[src/ulab_pkg.sv]
// constants and types for the serial port lin extensions
package ulab_pkg;
	// ------------------------------------------------------------
	// clock and divider constants
	// ------------------------------------------------------------
	localparam int CLK_HZ = 10000000;
	localparam int CLK_PERIOD_NS = 100;
	localparam logic [1:0] ABD_SEL_SLOW = 2'h0; // fosc/512
	localparam logic [1:0] ABD_SEL_MID = 2'h1; // fosc/128
	localparam logic [1:0] ABD_SEL_FAST = 2'h2; // fosc/32
	localparam logic [8:0] ABD_DIV_SLOW = 9'h1ff; // 512 - 1
	localparam logic [8:0] ABD_DIV_MID = 9'h07f; // 128 - 1
	localparam logic [8:0] ABD_DIV_FAST = 9'h01f; // 32 - 1
	localparam logic [8:0] PRE_ZERO = 9'h000;
	// ------------------------------------------------------------
	// autobaud counting
	// ------------------------------------------------------------
	localparam logic [15:0] ABD_COUNT_START = 16'h0001;
	localparam logic [15:0] ABD_COUNT_MAX = 16'hffff;
	localparam logic [2:0] ABD_LAST_EDGE = 3'h5;
	localparam logic [2:0] EDGE_ZERO = 3'h0;
	// ------------------------------------------------------------
	// transmit framing
	// ------------------------------------------------------------
	localparam logic [3:0] BREAK_ZERO_BITS = 4'hc;
	localparam logic [3:0] DATA_BITS = 4'h8;
	localparam logic [3:0] BITS_ZERO = 4'h0;
	localparam logic [7:0] BYTE_ZERO = 8'h00;
	localparam logic [15:0] BAUD_ZERO = 16'h0000;
	// fosc/16 base period is the low divisor bit time in this sketch: (div+1)*16
	localparam logic [4:0] TX_OVERSAMPLE = 5'h10;
	// ------------------------------------------------------------
	// state machines
	// ------------------------------------------------------------
	typedef enum logic [4:0] {
		RX_IDLE = 5'h01,
		RX_ABD_START = 5'h02,
		RX_ABD_COUNT = 5'h04,
		RX_WAKE_LOW = 5'h08,
		RX_RECEIVE = 5'h10
	} ulab_rx_state_type;
	typedef enum logic [3:0] {
		TX_IDLE = 4'h1,
		TX_START = 4'h2,
		TX_DATA = 4'h4,
		TX_STOP = 4'h8
	} ulab_tx_state_type;
endpackage : ulab_pkg

[src/ulab_prescaler.sv]
// prescaler giving one tick every selected number of system clocks
`timescale 1ns/1ps
module ulab_prescaler (
	input wire logic i_clk_sys,
	input wire logic i_rst_n,
	input wire logic i_run,
	input wire logic [8:0] i_limit,
	output logic o_tick
);
	import ulab_pkg::*;
	logic [8:0] count;
	// count up to the limit, pulse, then wrap; held at zero while stopped
	always_ff @(posedge i_clk_sys) begin
		if (!i_rst_n || !i_run) begin
			count <= PRE_ZERO;
			o_tick <= 1'b0;
		end else if (count >= i_limit) begin
			count <= PRE_ZERO;
			o_tick <= 1'b1;
		end else begin
			count <= count + 9'h001;
			o_tick <= 1'b0;
		end
	end
endmodule : ulab_prescaler

[src/ulab_lin_port.sv]
// lin extensions of an async serial port: autobaud, wake on break, break send
//
// Summary of operation
// RULE_01 - autobaud starts counting at first rising edge after start bit
// RULE_02 - fifth rising edge stores count, clears autobaud enable, sets receive flag
// RULE_03 - receive state machine stays idle during autobaud
// RULE_04 - both divisor bytes form one 16-bit counter during autobaud
// RULE_05 - counter ticks at base clock over eight per divider selects
// RULE_06 - counter starts at one; software subtracts one
// RULE_07 - reading receive data clears the receive flag after autobaud
// RULE_08 - counter wrap sets overflow flag; counting continues to fifth edge
// RULE_09 - overflow clear is ignored while autobaud enable is still set
// RULE_10 - with wake and autobaud both set, measure the byte after break
// RULE_11 - wake on break works only in asynchronous mode
// RULE_12 - wake enabled: reception off, falling edge is wake event
// RULE_13 - wake event sets receive flag; data read clears it
// RULE_14 - rising edge ending break clears wake enable, then idle
// RULE_15 - remote wake character is all zero, ten bit times or more
// RULE_16 - non-zero character: low time to first rise counts as wake
// RULE_17 - software checks receiver idle before enabling wake
// RULE_18 - break is start bit, twelve zeros, stop bit
// RULE_19 - break request plus transmit enable: data write starts a break
// RULE_20 - break request cleared after stop bit; preloaded byte goes next
// RULE_21 - shift register empty flag reflects break like normal transmit
// RULE_22 - master header: break, dummy write, 55h, next on buffer empty
// RULE_23 - clearing autobaud enable mid measurement aborts without receive flag
`timescale 1ns/1ps
module ulab_lin_port (
	input wire logic i_clk_sys,
	input wire logic i_rst_n,
	input wire logic i_receive_line,
	output logic o_transmit_line,
	input wire logic i_async_mode,
	input wire logic i_wide_divider_select,
	input wire logic i_high_speed_divider_select,
	input wire logic i_autobaud_enable_set,
	input wire logic i_autobaud_enable_clear,
	output logic o_autobaud_enable,
	input wire logic i_autobaud_overflow_clear,
	output logic o_autobaud_overflow_flag,
	input wire logic i_wake_on_break_enable_set,
	output logic o_wake_on_break_enable,
	output logic o_receiver_idle_flag,
	input wire logic i_divisor_write,
	input wire logic [15:0] i_divisor_wdata,
	output logic [15:0] o_divisor,
	input wire logic i_receive_data_read,
	output logic [7:0] o_receive_data_register,
	output logic o_receive_interrupt_flag,
	input wire logic i_transmit_enable,
	input wire logic i_send_break_request_set,
	output logic o_send_break_request,
	input wire logic i_transmit_data_write,
	input wire logic [7:0] i_transmit_data,
	output logic o_transmit_buffer_empty_flag,
	output logic o_shift_register_empty
);
	import ulab_pkg::*;

	// ------------------------------------------------------------
	// receive line edge detection
	// ------------------------------------------------------------
	logic rx_prev;
	logic rx_rise;
	logic rx_fall;
	// previous sample for edges; inputs are synchronous already
	always_ff @(posedge i_clk_sys) begin
		if (!i_rst_n) begin
			rx_prev <= 1'b1;
		end else begin
			rx_prev <= i_receive_line;
		end
	end
	assign rx_rise = i_receive_line && !rx_prev;
	assign rx_fall = !i_receive_line && rx_prev;

	// ------------------------------------------------------------
	// autobaud clock selection
	// ------------------------------------------------------------
	ulab_rx_state_type rx_state;
	logic [1:0] abd_sel;
	logic [8:0] abd_limit;
	logic abd_tick;
	logic abd_counting;
	// one eighth of the base clock, picked by the two selects
	always_comb begin
		abd_sel = {1'b0, i_wide_divider_select} + {1'b0, i_high_speed_divider_select};
		case (abd_sel)
			ABD_SEL_SLOW: abd_limit = ABD_DIV_SLOW; // RULE_05
			ABD_SEL_MID: abd_limit = ABD_DIV_MID; // RULE_05
			default: abd_limit = ABD_DIV_FAST; // RULE_05
		endcase
	end
	assign abd_counting = (rx_state == RX_ABD_COUNT);
	ulab_prescaler u_abd_prescaler (
		.i_clk_sys(i_clk_sys),
		.i_rst_n(i_rst_n),
		.i_run(abd_counting),
		.i_limit(abd_limit),
		.o_tick(abd_tick)
	);

	// ------------------------------------------------------------
	// receive side state machine
	// ------------------------------------------------------------
	logic [2:0] rise_count;
	logic wake_armed;
	logic abd_done;
	logic abd_abort;
	logic wake_event;
	logic wake_end;
	logic [3:0] rx_bit_count;
	logic [15:0] rx_baud_count;
	logic [7:0] rx_shift;
	logic rx_byte_done;
	assign wake_armed = o_wake_on_break_enable && i_async_mode; // RULE_11
	assign abd_abort = i_autobaud_enable_clear
		&& (rx_state == RX_ABD_START || rx_state == RX_ABD_COUNT);
	assign abd_done = abd_counting && rx_rise && (rise_count == ABD_LAST_EDGE - 3'h1);
	assign wake_event = (rx_state == RX_IDLE) && wake_armed && rx_fall;
	assign wake_end = (rx_state == RX_WAKE_LOW) && rx_rise;

	// state transitions; wake takes priority over autobaud (measure after break)
	always_ff @(posedge i_clk_sys) begin
		if (!i_rst_n) begin
			rx_state <= RX_IDLE;
		end else begin
			case (rx_state)
				RX_IDLE: begin
					if (wake_event) begin
						rx_state <= RX_WAKE_LOW; // RULE_12 RULE_10
					end else if (wake_armed) begin
						rx_state <= RX_IDLE; // RULE_12
					end else if (o_autobaud_enable && rx_fall) begin
						rx_state <= RX_ABD_START; // RULE_03
					end else if (rx_fall && !o_autobaud_enable && i_async_mode) begin // RULE_11
						rx_state <= RX_RECEIVE;
					end
				end
				RX_WAKE_LOW: begin
					if (wake_end) begin
						rx_state <= RX_IDLE; // RULE_14 RULE_16
					end
				end
				RX_ABD_START: begin
					if (abd_abort) begin
						rx_state <= RX_IDLE; // RULE_23
					end else if (rx_rise) begin
						rx_state <= RX_ABD_COUNT; // RULE_01
					end
				end
				RX_ABD_COUNT: begin
					if (abd_abort || abd_done) begin
						rx_state <= RX_IDLE; // RULE_02 RULE_23
					end
				end
				RX_RECEIVE: begin
					if (rx_byte_done) begin
						rx_state <= RX_IDLE;
					end
				end
				default: rx_state <= RX_IDLE;
			endcase
		end
	end

	// rising edges seen during the measurement
	always_ff @(posedge i_clk_sys) begin
		if (!i_rst_n || rx_state == RX_IDLE) begin
			rise_count <= EDGE_ZERO;
		end else if (rx_state == RX_ABD_START && rx_rise) begin
			rise_count <= 3'h1; // RULE_01
		end else if (abd_counting && rx_rise) begin
			rise_count <= rise_count + 3'h1;
		end
	end

	// ------------------------------------------------------------
	// divisor pair: software value or 16-bit autobaud counter
	// ------------------------------------------------------------
	always_ff @(posedge i_clk_sys) begin
		if (!i_rst_n) begin
			o_divisor <= BAUD_ZERO;
		end else if (rx_state == RX_ABD_START && rx_rise && !abd_abort) begin
			o_divisor <= ABD_COUNT_START; // RULE_06 RULE_01
		end else if (abd_counting && abd_tick && !abd_done) begin
			o_divisor <= o_divisor + 16'h0001; // RULE_04 RULE_02
		end else if (i_divisor_write && !abd_counting) begin
			o_divisor <= i_divisor_wdata;
		end
	end

	// autobaud enable: set by software, cleared at completion or by software
	always_ff @(posedge i_clk_sys) begin
		if (!i_rst_n) begin
			o_autobaud_enable <= 1'b0;
		end else if (abd_done || i_autobaud_enable_clear) begin
			o_autobaud_enable <= 1'b0; // RULE_02 RULE_08
		end else if (i_autobaud_enable_set) begin
			o_autobaud_enable <= 1'b1;
		end
	end

	// overflow: set on wrap, clear only when autobaud enable is already low
	always_ff @(posedge i_clk_sys) begin
		if (!i_rst_n) begin
			o_autobaud_overflow_flag <= 1'b0;
		end else if (abd_counting && abd_tick && !abd_done && o_divisor == ABD_COUNT_MAX) begin
			o_autobaud_overflow_flag <= 1'b1; // RULE_08
		end else if (i_autobaud_overflow_clear && !o_autobaud_enable) begin
			o_autobaud_overflow_flag <= 1'b0; // RULE_09
		end
	end

	// wake enable: set by software, cleared by the rise ending the break
	always_ff @(posedge i_clk_sys) begin
		if (!i_rst_n) begin
			o_wake_on_break_enable <= 1'b0;
		end else if (wake_end) begin
			o_wake_on_break_enable <= 1'b0; // RULE_14
		end else if (i_wake_on_break_enable_set) begin
			o_wake_on_break_enable <= 1'b1;
		end
	end

	// ------------------------------------------------------------
	// minimal normal reception at the programmed divisor
	// ------------------------------------------------------------
	logic rx_bit_tick;
	assign rx_bit_tick = (rx_state == RX_RECEIVE)
		&& (rx_baud_count >= {o_divisor[11:0], 4'h0} + 16'h000f);
	assign rx_byte_done = rx_bit_tick && (rx_bit_count == DATA_BITS + 4'h1);
	always_ff @(posedge i_clk_sys) begin
		if (!i_rst_n || rx_state != RX_RECEIVE) begin
			rx_baud_count <= BAUD_ZERO;
			rx_bit_count <= BITS_ZERO;
		end else if (rx_bit_tick) begin
			rx_baud_count <= BAUD_ZERO;
			rx_bit_count <= rx_bit_count + 4'h1;
		end else begin
			rx_baud_count <= rx_baud_count + 16'h0001;
		end
	end
	// sample data bits on the bit ticks, which fall at the edge between bits
	always_ff @(posedge i_clk_sys) begin
		if (!i_rst_n) begin
			rx_shift <= BYTE_ZERO;
			o_receive_data_register <= BYTE_ZERO;
		end else if (rx_bit_tick && rx_bit_count != BITS_ZERO && rx_bit_count <= DATA_BITS) begin
			rx_shift <= {i_receive_line, rx_shift[7:1]};
		end else if (rx_byte_done) begin
			o_receive_data_register <= rx_shift;
		end
	end

	// receive flag: set wins over the read that clears it
	always_ff @(posedge i_clk_sys) begin
		if (!i_rst_n) begin
			o_receive_interrupt_flag <= 1'b0;
		end else if (abd_done || wake_event || rx_byte_done) begin
			o_receive_interrupt_flag <= 1'b1; // RULE_02 RULE_13 RULE_08
		end else if (i_receive_data_read) begin
			o_receive_interrupt_flag <= 1'b0; // RULE_07 RULE_13
		end
	end

	// idle flag for software before arming the wake
	always_ff @(posedge i_clk_sys) begin
		if (!i_rst_n) begin
			o_receiver_idle_flag <= 1'b1;
		end else begin
			o_receiver_idle_flag <= (rx_state == RX_IDLE);
		end
	end

	// ------------------------------------------------------------
	// transmitter with break support
	// ------------------------------------------------------------
	ulab_tx_state_type tx_state;
	logic [7:0] tx_hold;
	logic tx_hold_full;
	logic [7:0] tx_shift;
	logic tx_is_break;
	logic [3:0] tx_bit_count;
	logic [15:0] tx_baud_count;
	logic tx_bit_tick;
	logic tx_load;
	assign tx_bit_tick = (tx_state != TX_IDLE)
		&& (tx_baud_count >= {o_divisor[11:0], 4'h0} + 16'h000f);
	assign tx_load = (tx_state == TX_IDLE) && tx_hold_full && i_transmit_enable;

	// send break request: set by software, cleared after break stop bit
	always_ff @(posedge i_clk_sys) begin
		if (!i_rst_n) begin
			o_send_break_request <= 1'b0;
		end else if (tx_state == TX_STOP && tx_bit_tick && tx_is_break) begin
			o_send_break_request <= 1'b0; // RULE_20
		end else if (i_send_break_request_set) begin
			o_send_break_request <= 1'b1;
		end
	end

	// one-deep holding buffer ahead of the shifter
	always_ff @(posedge i_clk_sys) begin
		if (!i_rst_n) begin
			tx_hold <= BYTE_ZERO;
			tx_hold_full <= 1'b0;
		end else if (i_transmit_data_write) begin
			tx_hold <= i_transmit_data; // RULE_20
			tx_hold_full <= 1'b1;
		end else if (tx_load) begin
			tx_hold_full <= 1'b0;
		end
	end

	// frame sequencer: break sends twelve zeros, a normal byte sends eight
	always_ff @(posedge i_clk_sys) begin
		if (!i_rst_n) begin
			tx_state <= TX_IDLE;
			tx_shift <= BYTE_ZERO;
			tx_is_break <= 1'b0;
			tx_bit_count <= BITS_ZERO;
		end else begin
			case (tx_state)
				TX_IDLE: begin
					if (tx_load) begin
						tx_is_break <= o_send_break_request; // RULE_19
						tx_shift <= o_send_break_request ? BYTE_ZERO : tx_hold; // RULE_19
						tx_state <= TX_START;
					end
				end
				TX_START: begin
					if (tx_bit_tick) begin
						tx_bit_count <= BITS_ZERO;
						tx_state <= TX_DATA;
					end
				end
				TX_DATA: begin
					if (tx_bit_tick) begin
						tx_shift <= {1'b0, tx_shift[7:1]};
						tx_bit_count <= tx_bit_count + 4'h1;
						if (tx_bit_count == (tx_is_break ? BREAK_ZERO_BITS : DATA_BITS) - 4'h1) begin
							tx_state <= TX_STOP; // RULE_18
						end
					end
				end
				TX_STOP: begin
					if (tx_bit_tick) begin
						tx_state <= TX_IDLE;
					end
				end
				default: tx_state <= TX_IDLE;
			endcase
		end
	end

	// bit timer at sixteen clocks per divisor step
	always_ff @(posedge i_clk_sys) begin
		if (!i_rst_n || tx_state == TX_IDLE || tx_bit_tick) begin
			tx_baud_count <= BAUD_ZERO;
		end else begin
			tx_baud_count <= tx_baud_count + 16'h0001;
		end
	end

	// line drive and status flags
	always_ff @(posedge i_clk_sys) begin
		if (!i_rst_n) begin
			o_transmit_line <= 1'b1;
			o_shift_register_empty <= 1'b1;
			o_transmit_buffer_empty_flag <= 1'b1;
		end else begin
			o_transmit_line <= (tx_state == TX_START) ? 1'b0
				: (tx_state == TX_DATA) ? tx_shift[0] : 1'b1; // RULE_18
			o_shift_register_empty <= (tx_state == TX_IDLE) && !tx_load; // RULE_21
			o_transmit_buffer_empty_flag <= !tx_hold_full || tx_load;
		end
	end
endmodule : ulab_lin_port

[config.mk]
export PLATFORM = sky130hd
export DESIGN_NAME = ulab_lin_port
export DESIGN_NICKNAME = d
export VERILOG_FILES = /design/src/ulab_pkg.sv /design/src/ulab_prescaler.sv /design/src/ulab_lin_port.sv
export SDC_FILE = /design/constraint.sdc
export NUM_CORES = 1
export LEC_CHECK = 0
export ABC_AREA = 1
export CORE_ASPECT_RATIO = 0.75
export CORE_MARGIN = 4
export CORE_UTILIZATION = 55
export CTS_CLUSTER_SIZE = 8
export DETAILED_ROUTE_END_ITERATION = 16
export DONT_BUFFER_PORTS = 1
export PLACE_DENSITY = 0.68
export SYNTH_ARGS = -nofsm -noshare
export SYNTH_HDL_FRONTEND = slang
export SYNTH_SLANG_ARGS = --single-unit
[constraint.sdc]
create_clock -name i_clk_sys -period 2.7 [get_ports i_clk_sys]
set_input_delay 0.405 -clock i_clk_sys [delete_from_list [all_inputs] [get_ports i_clk_sys]]
set_output_delay 0.405 -clock i_clk_sys [all_outputs]
set_load 0.005 [all_outputs]
==> impl_metrics.yaml, run 1 <==
sta:
  finalSetupViolations: 0
  report.final.slew_viol_count: 0
  fin_crit_sh_pct: 87.5
  tns_ns: 0
  post-route-min-period_ns: 2.36
  worst_slew_pin_slew_ns: 0.652
  timing.slew.headroom_pct: 56.4
  clock_skew_ns: 0.00684
  grt_setup_unrepaired: "no"
  timing.fmax_mhz: 423
  finalHoldViolCount: 0
synth:
  synth_area_leader_cell: "dfxtp_1"
  syn_avg_cell_area_um2: 6.97
  syn_inst: 926
  yosys_register_bits: 122
  synth_top_area_share_pct: 37.9
  ys_types: 44
  synth_nets: 1003
  yosys_warnings: 0
  synth_area_um2: 6450
  ys_top_cells_by_area: "dfxtp_1 (38%), nand2_1 (12%), ha_1 (7.4%), inv_1 (7.2%), nor2_1 (7.0%)"
  ys_seq_area_share_pct: 37.9
worst_setup_path:
  crit_slowest_cell: "dfxtp_1"
  setup.worst_path.start_class: "flop"
  cp_common_cell: "nand2_1"
  critPathKind: "flop to flop"
  endpoint_kind: "flop"
  arrival_ns: 2.64
  reg2reg_depth: 13
  critical_path.max_stage_delay_ns: 0.43
  r2r_slack_ns: 0.34
  required_ns: 2.97
  worstPathCellList: "inv_1 > ha_1 > nand2_1 > nor2_1 > inv_1 > nor2_1 > nand2_1 > nand2_2 > nand2_1 > inv_2 > nand2_1 > nand2_1 > a21oi_1"
  cp_max_fo: 12
clock_tree:
  numCtsBuffers: 17
  clockBufferDepth: 2
  cts_tree: "yes"
  cts_sinks: 122
  postCtsSetupBuffers: 0
  cts_resized: 0
  ctsHoldBuffers: 0
  clk-insertion-delay-late_ns: 0.41
  cts_root_buf: "clkbuf_16"
  htreeDepth: 4
  cts.reportedPaths.clkPinSlew_ns: 0.06
layout:
  final_util_pct: 64.2
  multi_input_area_um2: 3420
  diodes: 0
  final_nets: 1009
  area_growth_syn_to_layout_pct: 11.4
  fillers: 987
  area.sequential_um2: 2440
  drive_gt1_share_pct: 7.21
routing:
  drc: 0
  routed_wl_um: 15300
  avgViaCountPerCell: 5.26
  wire_per_inst_um: 13.9
  first_pass_iters: 5
  routed-via-count: 5791
  drt_iter0_drc: 310
  antenna_left: 0
outcome:
  outcome: "complete, no violations"
grt:
  grt_max_degree: 43
  track_usage_pct: 23.4
  grt_antenna_before_repair: 0
  grt_pass1_wl_um: 26000
  global_route.overflow_total: 0
  grt_pass1_vias: 5631
floorplan:
  die_w_um: 133
  die_h_um: 102
  start_util_pct: 57.6
  pin_count: 72
  design.core.area_um2: 11200
  dieArea_um2: 13500
  placement_rows: 33
pwr:
  p_leak_nw: 3.10
  ir_drop_mv: 0.503
  powerDensity_nw_per_um2: 712
  power_mw: 5.12
worst_hold_path:
  holdPathStages: 1
  hold_path_class: "input port to flop"
place:
  numPortBuffers: 0
  routabilityCongestion: 0.885
  dp_hpwl_um: 11300
run:
  max_cap_viol_count: 0
-- state kept, by name, indices dropped and copies added, names as in the netlist, 3 cells and up --
| register | count |
|---|---|
| o_divisor | 16 |
| rx_baud_count | 16 |
| tx_baud_count | 16 |
| u_abd_prescaler.count | 9 |
| o_receive_data_register | 8 |
| rx_shift | 8 |
| tx_hold | 8 |
| tx_shift | 8 |
| rx_state | 5 |
| rx_bit_count | 4 |
| tx_bit_count | 4 |
| tx_state | 4 |
| rise_count | 3 |
-- metrics by stage --
stage / setup slack [ns] / instance area, µm² / std cells / hold slack, ns
6_report: 0.338 / 7180 / 1100 / 0.0858
2_1_floorplan: 0.801 / 6450 / 926 / 0.399
3_3_place_gp: 0.512 / 6600 / 1070 / 0.416
3_5_place_dp: 0.430 / 6600 / 1070 / 0.425
5_1_grt: 0.132 / 7180 / 1100 / 0.0744
4_1_cts: 0.387 / 7180 / 1100 / 0.0666
-- kinds of logic (layout without fill, tap and decap cells) --
logic type,Yosys count,in the layout,synth area share [%]
and+or+nand+nor,460,460,31.2
AOI/OAI and AO/OA,125,125,10.4
DFF,122,122,37.9
adders and majority gates,38,38,7.37
buffers and inverters,152,169,9.16
xor gates and xnor gates,29,29,3.94
-- worst max-delay path: cells and delay by family (launching register included) --
family | cells | cell delay, ns
AOI/OAI and AO/OA | 1 | 0.06
adders and majority gates | 1 | 0.33
buffers and inverters | 3 | 0.39
DFF | 1 | 0.43
and+or+nand+nor | 8 | 1.00
-- per-layer routing --
| layer | GRT usage [%] | vias up | part of all wire [%] |
|---|---|---|---|
| li1 | - | 2981 | - |
| met1 | 31.5 | 2671 | 49 |
| met2 | 37.4 | 124 | 45 |
| met3 | 6.31 | 15 | 5.2 |
| met4 | 6.55 | 0 | 0.91 |
| met5 | 0 | - | 0 |
-- report_power, final --
group          total, mW  switching (mW)  internal [mW]
Sequential          2.03           0.101           1.93
Clock               2.28           0.798           1.48
Combinational      0.806           0.554          0.252
Total               5.12            1.45           3.66
-- layout by cell type, fill, tap and decap left out, types with 3 or more instances in the layout --
cell type	instances
nand2_1	213
inv_1	123
dfxtp_1	122
nor2_1	120
a21oi_1	67
nand3_1	60
ha_1	38
o21ai_0	34
xor2_1	23
nor3_1	17
clkbuf_16	17
nand4_1	12
inv_2	10
a31oi_1	7
nor3b_1	7
or2_2	6
xnor2_1	6
buf_4	6
nor2_2	5
o22ai_1	5
clkinv_2	5
nand3_2	3
nand2_2	3
nand3b_1	3
nor4_1	3
bufinv_16	3
-- worst paths after layout --
check,from,endpoint
worst max-delay path,o_divisor[9]$_SDFFE_PP0P_,rx_shift[0]$_SDFFE_PN0P_
worst min-delay path,i_rst_n,o_transmit_line$_SDFF_PN1_
worst max register to register,o_divisor[9]$_SDFFE_PP0P_,rx_shift[0]$_SDFFE_PN0P_
worst min register to register,tx_hold_full$_SDFFE_PN0P_,o_transmit_buffer_empty_flag$_SDFF_PN1_
-- layout make-up --
class | count | share of cell area (%)
clock inverters | 9 | 1.71
repair buffers | 6 | 0.627
clock buffers | 21 | 6.41
flip-flops and latches | 122 | 34.0
multi-input cells | 652 | 47.6
well taps | 157 | 2.73
inverters | 133 | 6.95
-- synthesized netlist by cell type, drive strengths merged --
library cell / number
a41oi: 1
o2111a: 1
inv: 133
nor3b: 7
a21oi: 68
nor2: 126
nand4: 14
a31o: 1
buf: 10
or2: 7
nand2: 216
xnor2: 6
nand3b: 3
ha: 38
dfxtp: 122
o21ai: 36
nand3: 63
nor3: 18
and3: 2
a211oi: 1
nor4: 4
o21a: 1
o211ai: 1
o31ai: 2
clkbuf: 9
o21bai: 1
xor2: 23
a31oi: 7
o22ai: 5
No activity file was read; power rests on OpenSTA's default activity.
==> run 2, diff against run 1 <==
--- a/config.mk
+++ b/config.mk
@@ -6,7 +6,6 @@
 export NUM_CORES = 1
 export LEC_CHECK = 0
 export ABC_AREA = 1
-export CORE_ASPECT_RATIO = 0.75
 export CORE_MARGIN = 4
 export CORE_UTILIZATION = 55
 export CTS_CLUSTER_SIZE = 8
@@ -15,4 +14,5 @@
 export PLACE_DENSITY = 0.68
 export SYNTH_ARGS = -nofsm -noshare
 export SYNTH_HDL_FRONTEND = slang
+export SYNTH_HIERARCHICAL = 1
 export SYNTH_SLANG_ARGS = --single-unit
==> run 2 against run 1 <==
Net effect: final area increased by 3.0%; total power down 1.7%; critical endpoint is now tx_baud_count[7]$_SDFF_PP0_; largest power group unchanged; cell count up 0.18%; synthesized cell count rose by 1.4%; area after synthesis up 2.7%; global-route usage down 1.2 points; via count is 2.0% higher; highest routed layer unchanged.
==> impl_metrics.yaml, run 2 <==
outcome:
  outcome: "complete, no violations"
pwr:
  ir_drop_mv: 0.430
  p_leak_nw: 3.22
  powerDensity_nw_per_um2: 679
grt:
  grt_pass1_vias: 5742
  grt_pass1_wl_um: 26000
  grt_antenna_before_repair: 0
  track_usage_pct: 22.2
  global_route.overflow_total: 0
  grt_max_degree: 44
worst_setup_path:
  endpoint_kind: "flop"
  r2r-start: "o_divisor[11]$_SDFFE_PP0P_"
  critPathKind: "flop to flop"
  arrival_ns: 2.70
  required_ns: 3.03
  cp_max_fo: 9
  setup.worst_path.start_class: "flop"
  startpoint: "o_divisor[11]$_SDFFE_PP0P_"
clock_tree:
  ctsHoldBuffers: 0
  clockBufferDepth: 2
  cts_resized: 0
  postCtsSetupBuffers: 0
  cts.reportedPaths.clkPinSlew_ns: 0.06
  cts_tree: "yes"
  cts_sinks: 122
  numCtsBuffers: 17
  htreeDepth: 4
  cts_root_buf: "clkbuf_16"
  clk-insertion-delay-late_ns: 0.42
synth:
  synth_area_leader_cell: "dfxtp_1"
  syn_avg_cell_area_um2: 7.06
  syn_inst: 939
  synth_edf_count: 0
  ys_top_cells_by_area: "dfxtp_1 (37%), nand2_1 (12%), ha_1 (8.1%), inv_1 (7.2%), nor2_1 (6.2%)"
  synth_top_area_share_pct: 36.9
  synth.most_common_cell: "nand2_1"
  yosys-top-cells-count: "nand2_1 (216), inv_1 (127), dfxtp_1 (122)"
  ys_seq_area_share_pct: 36.9
  synth_area_um2: 6630
  ys_types: 45
  yosys_register_bits: 122
  ys.flop_type: "dfxtp_1"
  async_flop_share_pct: 0
  yosys_warnings: 6
sta:
  fin_crit_sh_pct: 87.8
  fin_ws_ns: 0.330
  worst_slew_pin_slew_ns: 0.549
  timing.hold.ws_ns: 0.0904
  report.final.slew_viol_count: 0
  grt_setup_unrepaired: "no"
  timing.slew.headroom_pct: 63.4
  finalHoldViolCount: 0
  clock_skew_ns: 0.00810
  timing.fmax_mhz: 422
  tns_ns: 0
  finalSetupViolations: 0
  post-route-min-period_ns: 2.37
routing:
  routed_wl_um: 14900
  wire_per_inst_um: 13.5
  drt_iter0_drc: 348
  first_pass_iters: 5
  avgViaCountPerCell: 5.36
  routed-via-count: 5904
  drc: 0
  antenna_left: 0
layout:
  final_cell_mix: "nand2_1 (216), inv_1 (127), dfxtp_1 (122), nor2_1 (109), nand3_1 (72)"
  reg_top3: "o_divisor x16, rx_baud_count x16, tx_baud_count x16"
  diodes: 0
  multi_input_area_um2: 3590
  final_common_cell: "nand2_1"
  final_nets: 1029
  drive_gt1_share_pct: 7.82
  area_growth_syn_to_layout_pct: 11.7
  area.sequential_um2: 2440
  fillers: 1025
place:
  dp_slack_ns: 0.338
  dp_hpwl_um: 11000
  numPortBuffers: 0
  routabilityCongestion: 0.901
floorplan:
  placement_rows: 39
  start_util_pct: 57.0
  design.core.area_um2: 11600
  dieArea_um2: 13900
  die_w_um: 118
  pin_count: 72
  die_h_um: 118
worst_hold_path:
  hold_path_class: "input port to flop"
  hp-start: "i_rst_n"
run:
  max_cap_viol_count: 0
[run 2: cell count changes in the layout (fill, tap and decap cells not counted), moves of 4 or more]
cell / change
conb_1: +5
clkinv_2: -4
xnor2_1: +4
xor2_1: -4
inv_1: +4
nand4_1: +4
nand3_1: +12
o21ai_0: -7
ha_1: +5
nor3_1: -5
inv_2: -5
nor2_1: -11
[run 2: where the power goes]
| part | internal [mW] | total, mW | switching [mW] |
|---|---|---|---|
| sequential | 1.91 | 1.98 | 0.0703 |
| combinational | 0.210 | 0.628 | 0.419 |
| clock | 1.61 | 2.42 | 0.807 |
[run 2: worst paths after layout]
path | end | slack (ns) | cells past startpoint
setup / recovery | tx_baud_count[7]$_SDFF_PP0_ | 0.33 | 12
hold / removal | rx_state[0]$_SDFFE_PN1P_ | 0.09 | 1
setup reg to reg | tx_baud_count[7]$_SDFF_PP0_ | 0.33 | 12
hold reg to reg | tx_baud_count[0]$_SDFF_PP0_ | 0.46 | 1
[run 2: kinds of logic (layout without fill, tap and decap cells)]
family / Yosys count / count (layout) / synth area share, %
other: 1 / 5 / 0.0566
flip-flops: 122 / 122 / 36.9
XOR/XNOR: 30 / 30 / 4.08
adder cells (fa/ha/maj): 43 / 43 / 8.12
buffers and inverters: 155 / 171 / 9.22
AO/OA/AOI/OAI: 121 / 121 / 10.3
AND/OR/NAND/NOR: 467 / 467 / 31.4
[run 2: area by class of cell]
type	instances	area share [%]
clock buffers	21	6.36
clock inverters	10	2.23
inverters	132	6.70
multi-input cells	666	48.5
flip-flops and latches	122	33.0
well taps	143	2.42
repair buffers	8	0.812
[run 2: stage by stage]
step           utilization (%)  cells  cell area [µm²]  total power, mW
3_5_place_dp              58.2   1071             6760             2.63
6_report                  63.7   1102             7400             5.03
5_1_grt                   63.7   1102             7400             5.26
2_1_floorplan                -    943             6640             2.51
3_3_place_gp              58.2   1071             6760             2.61
4_1_cts                   63.7   1102             7400             5.06
[run 2: layer usage]
| layer | GRT usage, % | vias to the layer above | share of wire (%) |
|---|---|---|---|
| met5 | 0 | - | 0 |
| met3 | 5.53 | 32 | 5.8 |
| met1 | 28.3 | 2668 | 46 |
| li1 | - | 3045 | - |
| met4 | 8.94 | 0 | 2.4 |
| met2 | 36.2 | 159 | 46 |
[run 2: critical path, cell delays in order, from the launching register on]
cell     delay, ns
dfxtp_1       0.40
inv_1         0.14
ha_1          0.33
nand2_1       0.09
nor2_1        0.07
nand2_1       0.08
nand3_1       0.07
nor2_1        0.09
nand2_1       0.16
nand2_1       0.16
nand3_1       0.24
buf_4         0.26
nor3b_1       0.20
==> run 3, diff against run 2 <==
--- a/config.mk
+++ b/config.mk
@@ -11,6 +11,7 @@
 export CTS_CLUSTER_SIZE = 8
 export DETAILED_ROUTE_END_ITERATION = 16
 export DONT_BUFFER_PORTS = 1
+export MAX_ROUTING_LAYER = met4
 export PLACE_DENSITY = 0.68
 export SYNTH_ARGS = -nofsm -noshare
 export SYNTH_HDL_FRONTEND = slang
==> run 3 against run 2 <==
Net effect: global-route usage down 0.20 points; critical path depth unchanged; worst hold slack gained 0.0097 ns; worst setup slack better by 0.026 ns; routed wire length down 2.0%; count of clock-buffer cells in the layout did not move; core utilization decreased by 0.82 points; sequential cell count is the same; first-iteration DRC count grew 2.0%; largest cell class unchanged.
==> impl_metrics.yaml, run 3 (synthesized netlist as in run 2, its figures left out) <==
routing:
  routed-wl-met2_um: 6690
  wire_per_inst_um: 13.2
  drt_iter0_drc: 355
  routed_wl_um: 14600
  dr_wl_met3_um: 883
  wl_met1_um: 6840
  avgViaCountPerCell: 5.34
  first_pass_iters: 6
  drc: 0
  routed-via-count: 5889
  antenna_left: 0
  top_layer_used: "met4"
clock_tree:
  clk-insertion-delay-late_ns: 0.41
  numCtsBuffers: 17
  cts_sinks: 122
  cts_root_buf: "clkbuf_16"
  ctsHoldBuffers: 0
  cts_tree: "yes"
  cts.reportedPaths.clkPinSlew_ns: 0.05
  clockBufferDepth: 2
  postCtsSetupBuffers: 0
  htreeDepth: 4
  cts_resized: 0
worst_setup_path:
  arrival_ns: 2.67
  critPathKind: "flop to flop"
  setup.worst_path.start_class: "flop"
  endpoint_kind: "flop"
  required_ns: 3.03
  cp_max_fo: 9
layout:
  area_growth_syn_to_layout_pct: 10.3
  reg_top3: "o_divisor x16, rx_baud_count x16, tx_baud_count x16"
  diodes: 0
  drive_gt1_share_pct: 7.60
  final_cell_mix: "nand2_1 (216), inv_1 (127), dfxtp_1 (122), nor2_1 (109), nand3_1 (72)"
  final_nets: 1029
  final_common_cell: "nand2_1"
place:
  numPortBuffers: 0
  dp_hpwl_um: 10900
  routabilityCongestion: 0.891
pwr:
  combPwrFrac_pct: 13.3
  powerDensity_nw_per_um2: 639
  p_int_mw: 3.38
  p_seq_share_pct: 42.3
  swShare_pct: 27.7
  p_leak_nw: 3.17
  clock_power_share_pct: 44.4
  p_switching_mw: 1.29
  ir_drop_mv: 0.608
grt:
  grt_antenna_before_repair: 0
  track_usage_pct: 22.0
  grt_pass1_wl_um: 25200
  global_route.overflow_total: 0
  grt_max_degree: 44
  grt_pass1_vias: 5484
floorplan:
  start_util_pct: 57.0
  placement_rows: 39
  die_h_um: 118
  design.core.area_um2: 11600
  pin_count: 72
  die_w_um: 118
  dieArea_um2: 13900
sta:
  worst_slew_pin_slew_ns: 0.544
  fin_crit_sh_pct: 86.8
  timing.fmax_mhz: 427
  clock_skew_ns: 0.00748
  finalSetupViolations: 0
  tns_ns: 0
  finalHoldViolCount: 0
  timing.hold.ws_ns: 0.100
  post-route-min-period_ns: 2.34
  timing.slew.headroom_pct: 63.7
  grt_setup_unrepaired: "no"
  report.final.slew_viol_count: 0
run:
  max_cap_viol_count: 0
outcome:
  outcome: "complete, no violations"
worst_hold_path:
  hold_path_class: "input port to flop"
==> run 3: final cells by class <==
| type | count | area (µm²) |
|---|---|---|
| inverters | 132 | 495 |
| multi-input cells | 666 | 3590 |
| clock buffers | 21 | 440 |
| flip-flops and latches | 122 | 2440 |
| clock inverters | 11 | 100 |
| fillers | 1059 | 4310 |
| repair buffers | 8 | 60.1 |
| well taps | 143 | 179 |
==> run 3: worst max-delay path, cell delays in order, from the launching register on <==
cell	delay (ns)
dfxtp_1	0.41
inv_1	0.14
ha_1	0.33
nand2_1	0.09
nor2_1	0.06
nand2_1	0.06
nand3_1	0.08
nor2_1	0.09
nand2_1	0.17
nand2_1	0.17
nand3_1	0.24
buf_4	0.26
nor3b_1	0.16
==> run 3: routing by layer <==
metal,vias to the layer above,GRT usage (%)
li1,3035,-
met1,2661,27.9
met2,171,34.7
met3,22,6.01
met4,0,6.30
met5,-,-
==> run 3: final timing paths <==
path                                     from                          end  slack [ns]  cells after the start
setup / recovery   o_divisor[11]$_SDFFE_PP0P_  tx_baud_count[7]$_SDFF_PP0_        0.36                     12
setup reg to reg   o_divisor[11]$_SDFFE_PP0P_  tx_baud_count[7]$_SDFF_PP0_        0.36                     12
hold reg to reg   tx_baud_count[0]$_SDFF_PP0_  tx_baud_count[0]$_SDFF_PP0_        0.45                      1
hold / removal                 i_receive_line           rx_prev$_SDFF_PN1_        0.10                      1
==> run 3: through the flow <==
step / power [mW] / cell area, µm² / worst slack (ns) / util (%) / instances
2_1_floorplan: 2.51 / 6640 / 0.820 / - / 943
3_3_place_gp: 2.61 / 6760 / 0.487 / 58.2 / 1071
3_5_place_dp: 2.63 / 6760 / 0.357 / 58.2 / 1071
4_1_cts: 4.71 / 7300 / 0.350 / 62.9 / 1103
5_1_grt: 4.90 / 7300 / 0.0152 / 62.9 / 1103
6_report: 4.67 / 7300 / 0.356 / 62.9 / 1103
==> run 3: power by group through the flow <==
stage / Combinational (mW) / Sequential [mW] / Clock [mW]
floorplan: 0.511 / 2.00 / 0
global placement: 0.599 / 2.01 / 0
detailed placement: 0.618 / 2.01 / 0
CTS: 0.621 / 1.98 / 2.11
global route: 0.716 / 1.99 / 2.20
finish: 0.620 / 1.98 / 2.07
